===== src/led_defs.svh =====
`ifndef LED_DEFS_SVH
`define LED_DEFS_SVH

// clock and blink timing
`define CLK_KHZ           200000
`define TICK_MS           25
`define FAST_PERIOD_MS    250
`define SLOW_PERIOD_MS    1000
`define VSLOW_PERIOD_MS   2000
`define PULSE_MS          200
`define GAP_MS            1000
`define PHASE_WRAP_MS     24000

// register byte offsets
`define OFF_CTRL          12'h000
`define OFF_WD_INTERVAL   12'h004
`define OFF_STATUS        12'h008
`define OFF_LEDS          12'h00C

// control field positions
`define CTRL_WD_EN        0
`define CTRL_FLASH_CLR    1
`define CTRL_WD_CLR       2

// reset values
`define CTRL_RESET        32'h0000_0000
`define WD_INTERVAL_RESET 16'h0028

`endif


===== src/led_pkg.sv =====
package led_pkg;
	typedef enum logic [1:0] {
		ESM_INIT,
		ESM_PREOP,
		ESM_SAFEOP,
		ESM_OP
	} esm_state_t;

	typedef enum logic [1:0] {
		FLASH_NONE,
		FLASH_GOOD,
		FLASH_BAD
	} flash_result_t;
endpackage


===== src/blink_timebase.sv =====
`timescale 1ns/100ps
`default_nettype none
`include "led_defs.svh"

module blink_timebase #(
	parameter int TICK_CYCLES = `TICK_MS * `CLK_KHZ
) (
	input  wire logic clk,
	input  wire logic reset,
	input  wire logic clk_en,
	output logic      tick,
	output logic      frame_start,
	output logic      blink_fast,
	output logic      blink_slow,
	output logic      blink_vslow,
	output logic      blink_single,
	output logic      blink_double
);
	localparam int FAST  = `FAST_PERIOD_MS / `TICK_MS;
	localparam int SLOW  = `SLOW_PERIOD_MS / `TICK_MS;
	localparam int VSLOW = `VSLOW_PERIOD_MS / `TICK_MS;
	localparam int PULSE = `PULSE_MS / `TICK_MS;
	localparam int GAP   = `GAP_MS / `TICK_MS;
	localparam int WRAP  = `PHASE_WRAP_MS / `TICK_MS;

	logic [31:0] prescale;
	logic [31:0] next_prescale;
	logic [9:0]  phase;
	logic [9:0]  next_phase;
	logic        next_tick;
	int          p;

	////////////////////////////////////////////////////////////////////////////
	// one divider: prescaler to tick, tick counts a phase common to all rates
	always_comb begin
		next_tick = (prescale == 32'(TICK_CYCLES - 1));
		next_prescale = next_tick ? 32'h0000_0000 : prescale + 32'h0000_0001;
		next_phase = phase;
		if (next_tick) begin
			next_phase = (phase == 10'(WRAP - 1)) ? 10'h000 : phase + 10'h001;
		end
	end

	always_ff @(posedge clk) begin
		if (reset) begin
			prescale <= 32'h0000_0000;
			phase    <= 10'h000;
			tick     <= 1'b0;
		end else if (clk_en) begin
			prescale <= next_prescale;
			phase    <= next_phase;
			tick     <= next_tick;
		end
	end

	////////////////////////////////////////////////////////////////////////////
	// patterns decoded from the phase; wrap is a multiple of every period
	always_comb begin
		p = int'(phase);
		frame_start  = (p % FAST) == 0;
		blink_fast   = (p % FAST) < FAST / 2;
		blink_slow   = (p % SLOW) < SLOW / 2;
		blink_vslow  = (p % VSLOW) < VSLOW / 2;
		blink_single = (p % (PULSE + GAP)) < PULSE;
		blink_double = ((p % (3 * PULSE + GAP)) < PULSE) ||
			(((p % (3 * PULSE + GAP)) >= 2 * PULSE) &&
			((p % (3 * PULSE + GAP)) < 3 * PULSE));
	end
endmodule // blink_timebase
`default_nettype wire


===== src/status_led_indicator.sv =====
`timescale 1ns/100ps
`default_nettype none
`include "led_defs.svh"

module status_led_indicator #(
	parameter int NUM_PORTS   = 2,
	parameter int TICK_CYCLES = `TICK_MS * `CLK_KHZ
) (
	input  wire logic                  REF_CLK,
	input  wire logic                  RESET,
	input  wire logic                  CLK_EN,
	input  wire logic                  PSEL,
	input  wire logic                  PENABLE,
	input  wire logic                  PWRITE,
	input  wire logic [11:0]           PADDR,
	input  wire logic [31:0]           PWDATA,
	output logic      [31:0]           PRDATA,
	output logic                       PREADY,
	output logic                       PSLVERR,
	input  wire led_pkg::esm_state_t   FB_STATE,
	input  wire logic                  SYNC_ERR,
	input  wire logic                  SM_WD_TIMEOUT,
	input  wire logic                  LINK_FAULT,
	input  wire logic                  DRV_FAULT,
	input  wire logic                  FLASH_WR_OK,
	input  wire logic                  FLASH_WR_FAIL,
	input  wire logic                  OUT_REFRESH,
	input  wire logic [NUM_PORTS-1:0]  PORT_LINK,
	input  wire logic [NUM_PORTS-1:0]  PORT_ACT,
	output logic                       RUN_LED,
	output logic                       ERR_RED_LED,
	output logic                       ERR_GREEN_LED,
	output logic      [NUM_PORTS-1:0]  ACT_LED,
	output logic                       SAFEOP_REQ
);
	import led_pkg::*;

	logic tick;
	logic frame_start;
	logic blink_fast;
	logic blink_slow;
	logic blink_vslow;
	logic blink_single;
	logic blink_double;

	////////////////////////////////////////////////////////////////////////////
	// shared timebase, all indicators blink in step
	blink_timebase #(
		.TICK_CYCLES (TICK_CYCLES)
	) u_timebase (
		.clk          (REF_CLK),
		.reset        (RESET),
		.clk_en       (CLK_EN),
		.tick         (tick),
		.frame_start  (frame_start),
		.blink_fast   (blink_fast),
		.blink_slow   (blink_slow),
		.blink_vslow  (blink_vslow),
		.blink_single (blink_single),
		.blink_double (blink_double)
	);

	////////////////////////////////////////////////////////////////////////////
	// apb slave: zero wait states while CLK_EN is high, write at access edge, read data latched in setup
	logic        wd_en;
	logic        next_wd_en;
	logic [15:0] wd_interval;
	logic [15:0] next_wd_interval;
	logic [31:0] next_prdata;
	logic        wr_access;
	logic        addr_hit;
	logic        flash_clr;
	logic        wd_clr;
	logic [31:0] status_word;
	logic [31:0] led_word;

	// status and leds read state; widths kept fixed so reads never pad silently
	logic        wd_expired;
	flash_result_t flash_result;

	always_comb begin
		status_word = 32'h0000_0000;
		status_word[0]   = wd_expired;
		status_word[1]   = (flash_result == FLASH_GOOD);
		status_word[2]   = (flash_result == FLASH_BAD);
		status_word[3]   = SYNC_ERR;
		status_word[4]   = LINK_FAULT;
		status_word[5]   = DRV_FAULT;
		status_word[7:6] = FB_STATE;
		status_word[8]   = SAFEOP_REQ;
		led_word = 32'h0000_0000;
		led_word[0] = RUN_LED;
		led_word[1] = ERR_RED_LED;
		led_word[2] = ERR_GREEN_LED;
		led_word[3 +: NUM_PORTS] = ACT_LED;
	end

	always_comb begin
		addr_hit = (PADDR == `OFF_CTRL) || (PADDR == `OFF_WD_INTERVAL) ||
			(PADDR == `OFF_STATUS) || (PADDR == `OFF_LEDS);
		PREADY    = CLK_EN; // stall the master while the block is frozen
		PSLVERR   = PSEL && PENABLE && !addr_hit;
		wr_access = PSEL && PENABLE && PWRITE && CLK_EN;
		flash_clr = wr_access && (PADDR == `OFF_CTRL) && PWDATA[`CTRL_FLASH_CLR];
		wd_clr    = wr_access && (PADDR == `OFF_CTRL) && PWDATA[`CTRL_WD_CLR];
		next_wd_en       = wd_en;
		next_wd_interval = wd_interval;
		if (wr_access && (PADDR == `OFF_CTRL)) begin
			next_wd_en = PWDATA[`CTRL_WD_EN];
		end
		if (wr_access && (PADDR == `OFF_WD_INTERVAL)) begin
			next_wd_interval = PWDATA[15:0];
		end
		next_prdata = PRDATA;
		if (PSEL && !PENABLE && !PWRITE) begin
			unique case (PADDR)
				`OFF_CTRL:        next_prdata = {31'h0000_0000, wd_en};
				`OFF_WD_INTERVAL: next_prdata = {16'h0000, wd_interval};
				`OFF_STATUS:      next_prdata = status_word;
				`OFF_LEDS:        next_prdata = led_word;
				default:          next_prdata = 32'h0000_0000;
			endcase
		end
	end

	always_ff @(posedge REF_CLK) begin
		if (RESET) begin
			wd_en       <= 1'b0;
			wd_interval <= `WD_INTERVAL_RESET;
			PRDATA      <= 32'h0000_0000;
		end else if (CLK_EN) begin
			wd_en       <= next_wd_en;
			wd_interval <= next_wd_interval;
			PRDATA      <= next_prdata;
		end
	end

	////////////////////////////////////////////////////////////////////////////
	// output-refresh watchdog in ticks; an expiry sticks until software clears it
	logic [15:0] wd_count;
	logic [15:0] next_wd_count;
	logic        next_wd_expired;

	always_comb begin
		next_wd_count   = wd_count;
		next_wd_expired = wd_expired;
		if (!wd_en || OUT_REFRESH) begin
			next_wd_count = 16'h0000;
		end else if (tick && wd_count != 16'hFFFF) begin
			next_wd_count = wd_count + 16'h0001;
		end
		if (wd_clr) begin
			next_wd_expired = 1'b0;
		end
		// an expiry in the clearing cycle wins over the clear
		if ((wd_en && !OUT_REFRESH && wd_count >= wd_interval) || SM_WD_TIMEOUT) begin
			next_wd_expired = 1'b1;
		end
	end

	always_ff @(posedge REF_CLK) begin
		if (RESET) begin
			wd_count   <= 16'h0000;
			wd_expired <= 1'b0;
		end else if (CLK_EN) begin
			wd_count   <= next_wd_count;
			wd_expired <= next_wd_expired;
		end
	end

	////////////////////////////////////////////////////////////////////////////
	// last flash write result, replaced by each new result
	flash_result_t next_flash_result;

	always_comb begin
		next_flash_result = flash_result;
		if (flash_clr) begin
			next_flash_result = FLASH_NONE;
		end
		// a result arriving with the clear is kept; a failure beats a success
		if (FLASH_WR_FAIL) begin
			next_flash_result = FLASH_BAD;
		end else if (FLASH_WR_OK) begin
			next_flash_result = FLASH_GOOD;
		end
	end

	always_ff @(posedge REF_CLK) begin
		if (RESET) begin
			flash_result <= FLASH_NONE;
		end else if (CLK_EN) begin
			flash_result <= next_flash_result;
		end
	end

	////////////////////////////////////////////////////////////////////////////
	// run, red and green indicators; red and green are decoded separately
	logic next_run;
	logic next_red;
	logic next_green;
	logic next_safeop;

	always_comb begin
		unique case (FB_STATE)
			ESM_INIT:   next_run = 1'b0;
			ESM_PREOP:  next_run = blink_fast;
			ESM_SAFEOP: next_run = blink_slow;
			ESM_OP:     next_run = 1'b1;
		endcase
		// red: watchdog outranks sync loss, which outranks a link fault
		if (wd_expired) begin
			next_red = blink_double;
		end else if (SYNC_ERR) begin
			next_red = blink_single;
		end else if (LINK_FAULT) begin
			next_red = blink_slow;
		end else begin
			next_red = 1'b0;
		end
		// green never looks at the red decode, so both may light
		if (FB_STATE == ESM_INIT) begin
			next_green = 1'b1;
		end else if (DRV_FAULT) begin
			next_green = blink_vslow;
		end else if (flash_result == FLASH_BAD) begin
			next_green = blink_slow;
		end else if (flash_result == FLASH_GOOD) begin
			next_green = blink_fast;
		end else begin
			next_green = 1'b0;
		end
		next_safeop = wd_expired || LINK_FAULT;
	end

	always_ff @(posedge REF_CLK) begin
		if (RESET) begin
			RUN_LED       <= 1'b0;
			ERR_RED_LED   <= 1'b0;
			ERR_GREEN_LED <= 1'b0;
			SAFEOP_REQ    <= 1'b0;
		end else if (CLK_EN) begin
			RUN_LED       <= next_run;
			ERR_RED_LED   <= next_red;
			ERR_GREEN_LED <= next_green;
			SAFEOP_REQ    <= next_safeop;
		end
	end

	////////////////////////////////////////////////////////////////////////////
	// per-port link/activity: traffic is held until the next fast period starts so that
	// short bursts still give one visible blink
	for (genvar i = 0; i < NUM_PORTS; i++) begin : g_port
		logic act_hold;
		logic next_act_hold;
		logic next_act_led;

		always_comb begin
			next_act_hold = act_hold;
			if (tick && frame_start) begin
				next_act_hold = 1'b0;
			end
			if (PORT_ACT[i]) begin
				next_act_hold = 1'b1;
			end
			next_act_led = PORT_LINK[i] && !(act_hold && !blink_fast);
		end

		always_ff @(posedge REF_CLK) begin
			if (RESET) begin
				act_hold   <= 1'b0;
				ACT_LED[i] <= 1'b0;
			end else if (CLK_EN) begin
				act_hold   <= next_act_hold;
				ACT_LED[i] <= next_act_led;
			end
		end
	end
endmodule // status_led_indicator
`default_nettype wire


===== config.mk =====
export PLATFORM = sky130hd
export DESIGN_NAME = status_led_indicator
export DESIGN_NICKNAME = d
export VERILOG_FILES = /design/src/led_pkg.sv /design/src/blink_timebase.sv /design/src/status_led_indicator.sv
export VERILOG_INCLUDE_DIRS = /design/src
export SDC_FILE = /design/constraint.sdc
export NUM_CORES = 1
export LEC_CHECK = 0
export BUFFER_PORTS_ARGS = -buffer_cell sky130_fd_sc_hd__clkbuf_2
export CORE_MARGIN = 2
export CORE_UTILIZATION = 50
export DETAILED_ROUTE_END_ITERATION = 10
export GPL_ROUTABILITY_DRIVEN = 0
export PLACE_DENSITY_LB_ADDON = 0.2
export SLEW_MARGIN = 20
export SYNTH_ARGS = -nofsm -noshare
export SYNTH_HDL_FRONTEND = slang
export SYNTH_SLANG_ARGS = --single-unit

===== constraint.sdc =====
create_clock -name REF_CLK -period 11.8 [get_ports REF_CLK]
set_clock_uncertainty 0.2 [all_clocks]
set_input_delay 1.77 -clock REF_CLK [delete_from_list [all_inputs] [get_ports REF_CLK]]
set_output_delay 1.77 -clock REF_CLK [all_outputs]
set_load 0.01 [all_outputs]

# == Word level (Yosys, flattened, before mapping) ==
# Index checks and enable logic that the tools add are counted.
# totals
register_bits,119
in_bits,63
wordCells,115
# classes
add_sub_neg,3
div_mod_pow,4
n_lt_le_gt_ge,8
eq_ne,11
n_mux,21
n_reduce_logical,51
# ops
operator,count
$mod A11 B7 Y32 const B,2
$pmux W16 S4,1
$add A32 B1 Y32 const B,1
$eq A32 B23 Y1 const B,1
$logic_not A32 Y1,1
$lt A32 B4 Y1 const B,1
$lt A32 B5 Y1 const B,1
$lt A32 B6 Y1 const B,1
$lt A32 B7 Y1 const B,1
$mod A11 B5 Y32 const B,1
$mod A11 B8 Y32 const B,1
$mux W16,2
$mux W32,1
$eq A12 B4 Y1 const B,2
$logic_and A1 B1 Y1,19
$reduce_and A2 Y1,9
$add A16 B1 Y16 const B,1
$ge A16 B16 Y1,1
$ne A16 B16 Y1 const B,1
$eq A12 B3 Y1 const B,1
$logic_not A12 Y1,1
$mux W1,12
$add A10 B1 Y10 const B,1
$eq A10 B10 Y1 const B,1
other kinds (13),34

# == Logic depth before layout (Yosys ltp) ==
# Gate-level depths: netlist (run 1).
# depth
depth_word,8
mapped_depth,22
mapped_depth_nobuf,19

# == Hierarchy ==
# Synthesis (run 1) repeated with hierarchy kept, for this count alone.
# unflattened
hier_cells,867
area_unflattened_um2,6941.7
# by_module_without_submodules
module,n_inst,cells_per_inst,area_per_inst_um2
blink_timebase,1,476,3651.0
status_led_indicator,1,391,3290.7

# == Worst setup path before layout (run 1) ==
# OpenSTA, ideal clock, no wires.
# synth_timing
kind,flip-flop to flip-flop
start,register u_timebase.phase[7]
end,register RUN_LED
setup_ns,0.091
arrival_time_ns,4.683
path_slack_ns,6.826
stages_incl_launch_ff,23
synth_period_minus_slack_ns,4.974
cell_sequence,dfxtp_1 -> buf_6 -> nor2_4 -> buf_4 -> inv_1 -> ha_1 -> nand2b_1 -> and2_1 -> o21a_1 -> nor3_2 -> or2_1 -> buf_6 -> o2111ai_2 -> o22a_4 -> a21o_1 -> a311oi_4 -> nor3_1 -> o31ai_2 -> nor4b_4 -> a211o_1 -> o211a_1 -> o211ai_1 -> a311oi_1
# synth_between
elab_chain_len,3
elab_cells_between_ends,5
cone_classes,div: 2; order compare: 2; mux: 1
# synth_rtl
item,line,source
start: declaration,blink_timebase.sv:28,logic [9:0] phase;
start signal: assignment,blink_timebase.sv:51,phase <= next_phase;
$mod A11 B7 Y32 / $mod A11 B5 Y32 (equally long branches),"blink_timebase.sv:62, blink_timebase.sv:61",
$lt A32 B6 Y1 / $lt A32 B4 Y1 (equally long branches),"blink_timebase.sv:62, blink_timebase.sv:61",
$pmux W1 S4 (*),status_led_indicator.sv:204,unique case (FB_STATE)
end signal: assignment,status_led_indicator.sv:242,RUN_LED <= next_run;
end: declaration,status_led_indicator.sv:30,"output logic RUN_LED,"
# Every way passes the cells marked *; elsewhere a longest branch is shown, timed or not.
# A chain may end at the register's enable or synchronous reset.

# == Worst setup path in the final report (run 1) ==
# Ends and elaborated chain as after synthesis.

==> results of run 1 <==
==> per-layer routing <==
metal	GRT usage (%)	part of all wire [%]
met1	33.24	49
met2	37.26	45
met3	3.526	4.4
met4	6.321	1.6
met5	0	0
==> tightest hold or removal path, delay by kind of cell (launching register included) <==
kind	cells	cell delay, ns
AO/OA/AOI/OAI	1	0.05
flip-flops	1	0.31
AND/OR/NAND/NOR	1	0.05
==> registers in the layout (all words and copies together), names as in the netlist <==
name,cells
u_timebase.prescale,32
PRDATA,16
wd_count,16
wd_interval,16
u_timebase.phase,10
ACT_LED,2
flash_result,2
g_port.act_hold,2
ERR_GREEN_LED,1
ERR_RED_LED,1
RUN_LED,1
SAFEOP_REQ,1
u_timebase.tick,1
wd_en,1
wd_expired,1
==> worst max path at each step <==
stage / startpoint / endpoint / slack (ns) / cells past startpoint
global placement: u_timebase.phase[7] / ACT_LED[0] / 5.56 / 19
CTS: u_timebase.phase[7] / ACT_LED[0] / 5.54 / 19
global route: u_timebase.phase[7] / RUN_LED / 5.03 / 19
finish: u_timebase.phase[7] / RUN_LED / 5.49 / 19
floorplan: u_timebase.phase[7] / RUN_LED / 6.83 / 22
detailed placement: u_timebase.phase[7] / ACT_LED[0] / 5.58 / 19
==> logic make-up (layout without fill, tap and decap cells) <==
kind of cell    count (synthesis)  after routing  synth area share (%)
simple gates                  386            386                 27.09
flops                         103            103                 28.81
fa+ha+maj                      24             24                 4.160
mux                             8              8                 1.328
buf+inv                       100            129                 8.023
xor+xnor                       57             57                 7.341
other cells                     1             16               0.05239
compound gates                223            223                 23.20
==> layout by cell type (no fill, tap or decap), types with 6 or more instances in the layout <==
| cell | n |
|---|---|
| sky130_fd_sc_hd__or3_1 | 7 |
| sky130_fd_sc_hd__buf_4 | 6 |
| sky130_fd_sc_hd__nor4_1 | 18 |
| sky130_fd_sc_hd__inv_1 | 35 |
| sky130_fd_sc_hd__xor2_1 | 29 |
| sky130_fd_sc_hd__nand2_1 | 85 |
| sky130_fd_sc_hd__a21oi_1 | 56 |
| sky130_fd_sc_hd__nand2b_1 | 9 |
| sky130_fd_sc_hd__nand3_1 | 33 |
| sky130_fd_sc_hd__nor2_1 | 113 |
| sky130_fd_sc_hd__nand4_1 | 25 |
| sky130_fd_sc_hd__clkbuf_16 | 9 |
| sky130_fd_sc_hd__a22oi_1 | 17 |
| sky130_fd_sc_hd__dfxtp_1 | 103 |
| sky130_fd_sc_hd__o2111a_1 | 6 |
| sky130_fd_sc_hd__clkbuf_2 | 70 |
| sky130_fd_sc_hd__a31oi_1 | 8 |
| sky130_fd_sc_hd__xnor2_1 | 26 |
| sky130_fd_sc_hd__nor2b_1 | 10 |
| sky130_fd_sc_hd__nor3_1 | 34 |
| sky130_fd_sc_hd__conb_1 | 16 |
| sky130_fd_sc_hd__o21ai_0 | 30 |
| sky130_fd_sc_hd__ha_1 | 23 |
| sky130_fd_sc_hd__a211oi_1 | 12 |
| sky130_fd_sc_hd__and3_1 | 11 |
| sky130_fd_sc_hd__o21ai_1 | 6 |
| sky130_fd_sc_hd__o211ai_1 | 7 |
| sky130_fd_sc_hd__a21o_1 | 16 |
==> metrics by stage <==
step / cell area, um2 / power, mW / utilization, % / setup WS (ns) / cells
6_report: 7722 / 0.7100 / 55.42 / 5.492 / 1126
3_3_place_gp: 7408 / 0.4029 / 53.17 / 5.558 / 1110
4_1_cts: 7722 / 0.7176 / 55.42 / 5.541 / 1126
2_1_floorplan: 7214 / 0.3890 / - / 6.826 / 917
3_5_place_dp: 7408 / 0.4028 / 53.17 / 5.578 / 1110
5_1_grt: 7722 / 0.7358 / 55.42 / 5.026 / 1126
==> power by group <==
group          switching, mW  leakage, nW  internal [mW]  total, mW
sequential           0.00370        0.832          0.351      0.355
combinational         0.0252         1.91         0.0148     0.0401
clock                  0.130        0.148          0.185      0.315
total                  0.159         2.89          0.551      0.710
==> area by class of cell <==
| class | instances | area (um2) | area share (%) |
|---|---|---|---|
| clock inverter | 6 | 85.08 | 1.102 |
| multi-input combinational | 714 | 4587 | 59.40 |
| tap | 180 | 225.2 | 2.916 |
| inverter | 37 | 138.9 | 1.798 |
| clock buffer | 10 | 229.0 | 2.965 |
| timing repair buffer | 76 | 395.4 | 5.120 |
| sequential | 103 | 2062 | 26.70 |
==> flow_metrics.env, run 1 <==
export IMPL_initial_utilization_pct=51.37
export IMPL_critical_path_cell_list="nor2_4, inv_1, ha_1, nand2b_1, o21ai_2, a221oi_2, a31oi_1, a31oi_2, a211oi_4, o22ai_2, o211ai_1, nand3_1, nor3_1, a21oi_1, a2111oi_0, a211o_1, o211a_1, o211ai_1, a311oi_1"
export IMPL_postRouteAntennaNets=0
export IMPL_synth_warnings=0
export IMPL_unrepaired_setup_endpoints_after_global_routing="false"
export IMPL_cts_max_level=3
export IMPL_post_route_fraction_of_the_period_consumed_by_the_critical_path_pct=53.46
export IMPL_finalSetupViolations=0
export IMPL_wire_per_inst_um=15.80
export IMPL_cp_num_buf_inv=1
export IMPL_yosys_cell_count_top_type="sky130_fd_sc_hd__nor2_1"
export IMPL_ctsHoldBuffers=0
export IMPL_count_of_tritonroute_iterations_in_the_first_routing_pass=4
export IMPL_reg2regPathDepth=19
export IMPL_design_core_area_um2=13930
export IMPL_unique_masters_post_synth=99
export IMPL_flow_area_growth_from_synthesis_pct=7.883
export IMPL_drt_wl_total_um=17800
export IMPL_synth_seq_area_share_pct=28.81
export IMPL_min_from="wd_interval[1]"
export IMPL_synth_edff_count=0
export IMPL_via_count=6607
export IMPL_die_ar_um2=15290
export IMPL_timing_hold_worst_class="flip-flop to flip-flop"
export IMPL_worstPathArrival_ns=6.36
export IMPL_synth_largest_area_cell="sky130_fd_sc_hd__dfxtp_1"
export IMPL_final_max_slew_violation_count=0
export IMPL_n_antenna_cell=0
export IMPL_grt_overflow_total=0
export IMPL_worst_reg2reg_path_startpoint="u_timebase.phase[7]"
export IMPL_synth_flop_cell="sky130_fd_sc_hd__dfxtp_1"
export IMPL_power_per_cell_area_nw_per_um2=91.94
export IMPL_timing_final_hold_violations=0
export IMPL_worst_path_dominant_cell_family="compound AO/OA/AOI/OAI gates"
export IMPL_finish_net_count=1027
export IMPL_final_min_clock_period_ns=6.308
export IMPL_floorplan_io_pins=103
export IMPL_die_w_um=123.7
export IMPL_critical_path_most_common_cell="sky130_fd_sc_hd__o211ai_1"
export IMPL_netlist_instances=902
export IMPL_worst_hold_path_num_cells=2
export IMPL_async_flop_share_pct=0
export IMPL_vias_in_the_first_global_route=5917
export IMPL_run_status="complete, no violations"
export IMPL_filler_cell_count=1371
export IMPL_setup_tns_ns=0
export IMPL_grt_start_max_net_pins=52
export IMPL_clk_path_buf_depth=2
export IMPL_worst_path_max_fanout=23
export IMPL_route_detailed_vias_per_inst=5.868
export IMPL_ctsResizeCount=0
export IMPL_worst_slew_pin_transition_ns=1.040
export IMPL_clk_pin_slew_ns=0.07
export IMPL_io_buffers=70
export IMPL_critical_path_slowest_cell="sky130_fd_sc_hd__dfxtp_1"
export IMPL_globalRouteTotalUtil_pct=23.47
export IMPL_clock_root_buffer_master="sky130_fd_sc_hd__clkbuf_16"
export IMPL_numClockSinks=103
export IMPL_ys_top_cells_by_count="sky130_fd_sc_hd__nor2_1 (113), sky130_fd_sc_hd__dfxtp_1 (103), sky130_fd_sc_hd__nand2_1 (85)"
export IMPL_max_cap_viol_count=0
export IMPL_max_freq_ghz=0.1585
export IMPL_yosysTopAreaCellShare_pct=28.81
export IMPL_worst_r2r_endpoint="RUN_LED"
export IMPL_whs_endpoint="wd_interval[1]"
export IMPL_cp_end_kind="flip-flop"
export IMPL_rows=43
export IMPL_static_leakage_nw=2.892
export IMPL_ir_drop_v=0.00007007
export IMPL_dp_hpwl_um=13150
export IMPL_cts_tree="yes"
export IMPL_crit_type="flip-flop to flip-flop"
export IMPL_timing_critical_path_required_ns=11.85
export IMPL_dieHeight_um=123.7
export IMPL_synth_area_top_cells="sky130_fd_sc_hd__dfxtp_1 (29%), sky130_fd_sc_hd__nor2_1 (5.9%), sky130_fd_sc_hd__nand2_1 (4.5%), sky130_fd_sc_hd__ha_1 (4.0%), sky130_fd_sc_hd__a21oi_1 (3.9%)"
export IMPL_drive_gt1_share_pct=14.27
export IMPL_detail_route_drc_violations=0
export IMPL_drtIter0Drc=507
export IMPL_worstSetupStartpointType="flip-flop"
export IMPL_grt_first_pass_wirelength_um=28800
export IMPL_cp_slowest_stage_delay_ns=0.89
export IMPL_antenna_found_initial=0
export IMPL_slew_headroom_pct=30.27
export IMPL_yosys_register_bits=103
export IMPL_post_synth_cell_area_avg_um2=7.936
export IMPL_reg2reg_setup_slack_ns=5.49
export IMPL_worst_hold_slack_ns=0.2550
export IMPL_post_cts_buffers=0
export IMPL_syn_cell_area_um2=7158
export IMPL_clock_insertion_delay_worst_skew_ns=0.35
export IMPL_cts_buffers_inserted=9
Note: power is estimated with default switching activity, not from simulation.
==> inputs of run 2 (changes only) <==
- clock period: 11.8 -> 5.12 ns (I/O delays scaled with it)
==> flow_metrics.env, run 2 (same netlist as run 1, synthesis figures left out) <==
export IMPL_layout_commonest_cell="sky130_fd_sc_hd__nor2_1"
export IMPL_wl_met2_um=8426
export IMPL_filler_cell_count=1345
export IMPL_whs_endpoint="wd_interval[1]"
export IMPL_worstPathArrival_ns=4.95
export IMPL_fin_util_pct=58.78
export IMPL_critical_path_slowest_cell="sky130_fd_sc_hd__or4_4"
export IMPL_worst_slew_pin_transition_ns=1.095
export IMPL_n_antenna_cell=0
export IMPL_largest_register_ffs=32
export IMPL_floorplan_io_pins=103
export IMPL_via_count=6791
export IMPL_final_min_clock_period_ns=4.890
export IMPL_cts_max_level=3
export IMPL_cts_buffers_inserted=9
export IMPL_drtIter0Drc=481
export IMPL_drt_wl_total_um=18380
export IMPL_route_detailed_vias_per_inst=5.819
export IMPL_ir_drop_v=0.0003592
export IMPL_worst_reg2reg_path_startpoint="u_timebase.phase[9]"
export IMPL_rows=43
export IMPL_max_freq_ghz=0.2045
export IMPL_dp_hpwl_um=13610
export IMPL_initial_utilization_pct=51.37
export IMPL_cp_slowest_stage_delay_ns=0.54
export IMPL_dieHeight_um=123.7
export IMPL_clk_path_buf_depth=2
export IMPL_worst_setup_path_startpoint="u_timebase.phase[9]"
export IMPL_timing_hold_worst_class="flip-flop to flip-flop"
export IMPL_max_cap_viol_count=0
export IMPL_cp_end_kind="flip-flop"
export IMPL_reg2reg_setup_slack_ns=0.23
export IMPL_grt_first_pass_wirelength_um=29090
export IMPL_drive_gt1_share_pct=19.76
export IMPL_cts_tree="yes"
export IMPL_critical_path_most_common_cell="sky130_fd_sc_hd__buf_4"
export IMPL_place_worst_setup_slack_ns=-0.006050
export IMPL_numClockSinks=103
export IMPL_power_per_cell_area_nw_per_um2=205.9
export IMPL_grt_start_max_net_pins=51
export IMPL_slew_headroom_pct=26.57
export IMPL_worst_path_dominant_cell_family="compound AO/OA/AOI/OAI gates"
export IMPL_top_register="u_timebase.prescale"
export IMPL_final_cell_mix="sky130_fd_sc_hd__nor2_1 (113), sky130_fd_sc_hd__dfxtp_1 (103), sky130_fd_sc_hd__nand2_1 (83)"
export IMPL_finalSetupViolations=0
export IMPL_clock_insertion_delay_worst_skew_ns=0.35
export IMPL_worst_hold_path_num_cells=2
export IMPL_met3_length_um=931
export IMPL_final_setup_worst_slack_ns=0.2297
export IMPL_critical_path_cell_list="buf_4, buf_4, nand3b_1, and3_2, a31oi_1, a31oi_2, a211oi_4, buf_4, o22a_4, a211oi_1, or4_4, a211oi_2, a221oi_4, nor4b_4, a211o_1, o211a_1, o211ai_1, a311oi_1"
export IMPL_post_route_fraction_of_the_period_consumed_by_the_critical_path_pct=95.51
export IMPL_min_from="wd_interval[1]"
export IMPL_globalRouteTotalUtil_pct=23.74
export IMPL_grt_overflow_total=0
export IMPL_run_status="complete, no violations"
export IMPL_clk_pin_slew_ns=0.08
export IMPL_place_detailed_instances=1138
export IMPL_static_leakage_nw=3.135
export IMPL_antenna_found_initial=0
export IMPL_power_total_mw=1.686
export IMPL_worst_path_max_fanout=24
export IMPL_die_w_um=123.7
export IMPL_timing_critical_path_required_ns=5.18
export IMPL_count_of_tritonroute_iterations_in_the_first_routing_pass=7
export IMPL_timing_final_hold_violations=0
export IMPL_worstSetupStartpointType="flip-flop"
export IMPL_detail_route_drc_violations=0
export IMPL_vias_in_the_first_global_route=5894
export IMPL_reg2regPathDepth=18
export IMPL_wire_per_inst_um=15.75
export IMPL_worst_r2r_endpoint="RUN_LED"
export IMPL_io_buffers=70
export IMPL_flow_area_growth_from_synthesis_pct=14.42
export IMPL_routedLengthMet1_um=8663
export IMPL_postRouteAntennaNets=0
export IMPL_die_ar_um2=15290
export IMPL_crit_type="flip-flop to flip-flop"
export IMPL_finish_net_count=1068
export IMPL_design_core_area_um2=13930
export IMPL_maxUsedRoutingLayer="met4"
export IMPL_cp_num_buf_inv=3
export IMPL_clock_root_buffer_master="sky130_fd_sc_hd__clkbuf_16"
export IMPL_final_max_slew_violation_count=0
export IMPL_finished_layout_cells=1167
==> run 2: cell types whose count changed in the layout (fill, tap and decap cells not counted), sizes merged <==
cell      change
buf          +41
inv           +2
clkinvlp      -2
==> run 2: power breakdown <==
part / switching, mW / internal, mW
registers: 0.00825 / 0.809
clock network: 0.325 / 0.451
logic: 0.0595 / 0.0344
==> run 2: area by class of cell <==
cell class / instances / area (um2) / area share [%]
Timing Repair Buffer: 117 / 703.2 / 8.585
Tap cell: 180 / 225.2 / 2.750
Sequential cell: 103 / 2062 / 25.18
Clock inverter: 6 / 100.1 / 1.222
Multi-Input combinational cell: 714 / 4722 / 57.65
Clock buffer: 10 / 239.0 / 2.918
Inverter: 37 / 138.9 / 1.696
==> run 2: worst max path at each step <==
stage	depth (start not counted)	slack, ns	endpoint
3_5_place_dp	20	-0.006	ACT_LED[0]
3_3_place_gp	20	0.08	RUN_LED
4_1_cts	20	0.01	RUN_LED
6_report	18	0.23	RUN_LED
5_1_grt	18	-0.004	RUN_LED
2_1_floorplan	22	0.15	RUN_LED
==> run 2: tightest hold or removal path, cell delays in order (launching register included) <==
cell	delay [ns]
sky130_fd_sc_hd__dfxtp_1	0.31
sky130_fd_sc_hd__nand2_1	0.05
sky130_fd_sc_hd__a21oi_1	0.05
==> run 2: routing by layer <==
layer / GRT usage [%] / up-vias
met5: 0 / -
met2: 37.71 / 203
met4: 6.037 / 0
met3: 3.892 / 30
met1: 33.53 / 3164
li1: - / 3394
==> run 2: through the flow <==
stage               hold WS (ns)  area [um2]   TNS [ns]
finish                    0.2587        8190          0
global placement          0.2424        7619          0
detailed placement        0.2470        7619   -0.01191
CTS                       0.2574        7966          0
floorplan                 0.2363        7214          0
global route              0.2774        8190  -0.003674
==> run 2: repair_timing <==
action,CTS,global route
resized for setup,2,26
hold buffers,0,0
cloned,0,0
buffers inserted,0,13
pin swaps,0,9
endpoints found under the setup margin,3,6
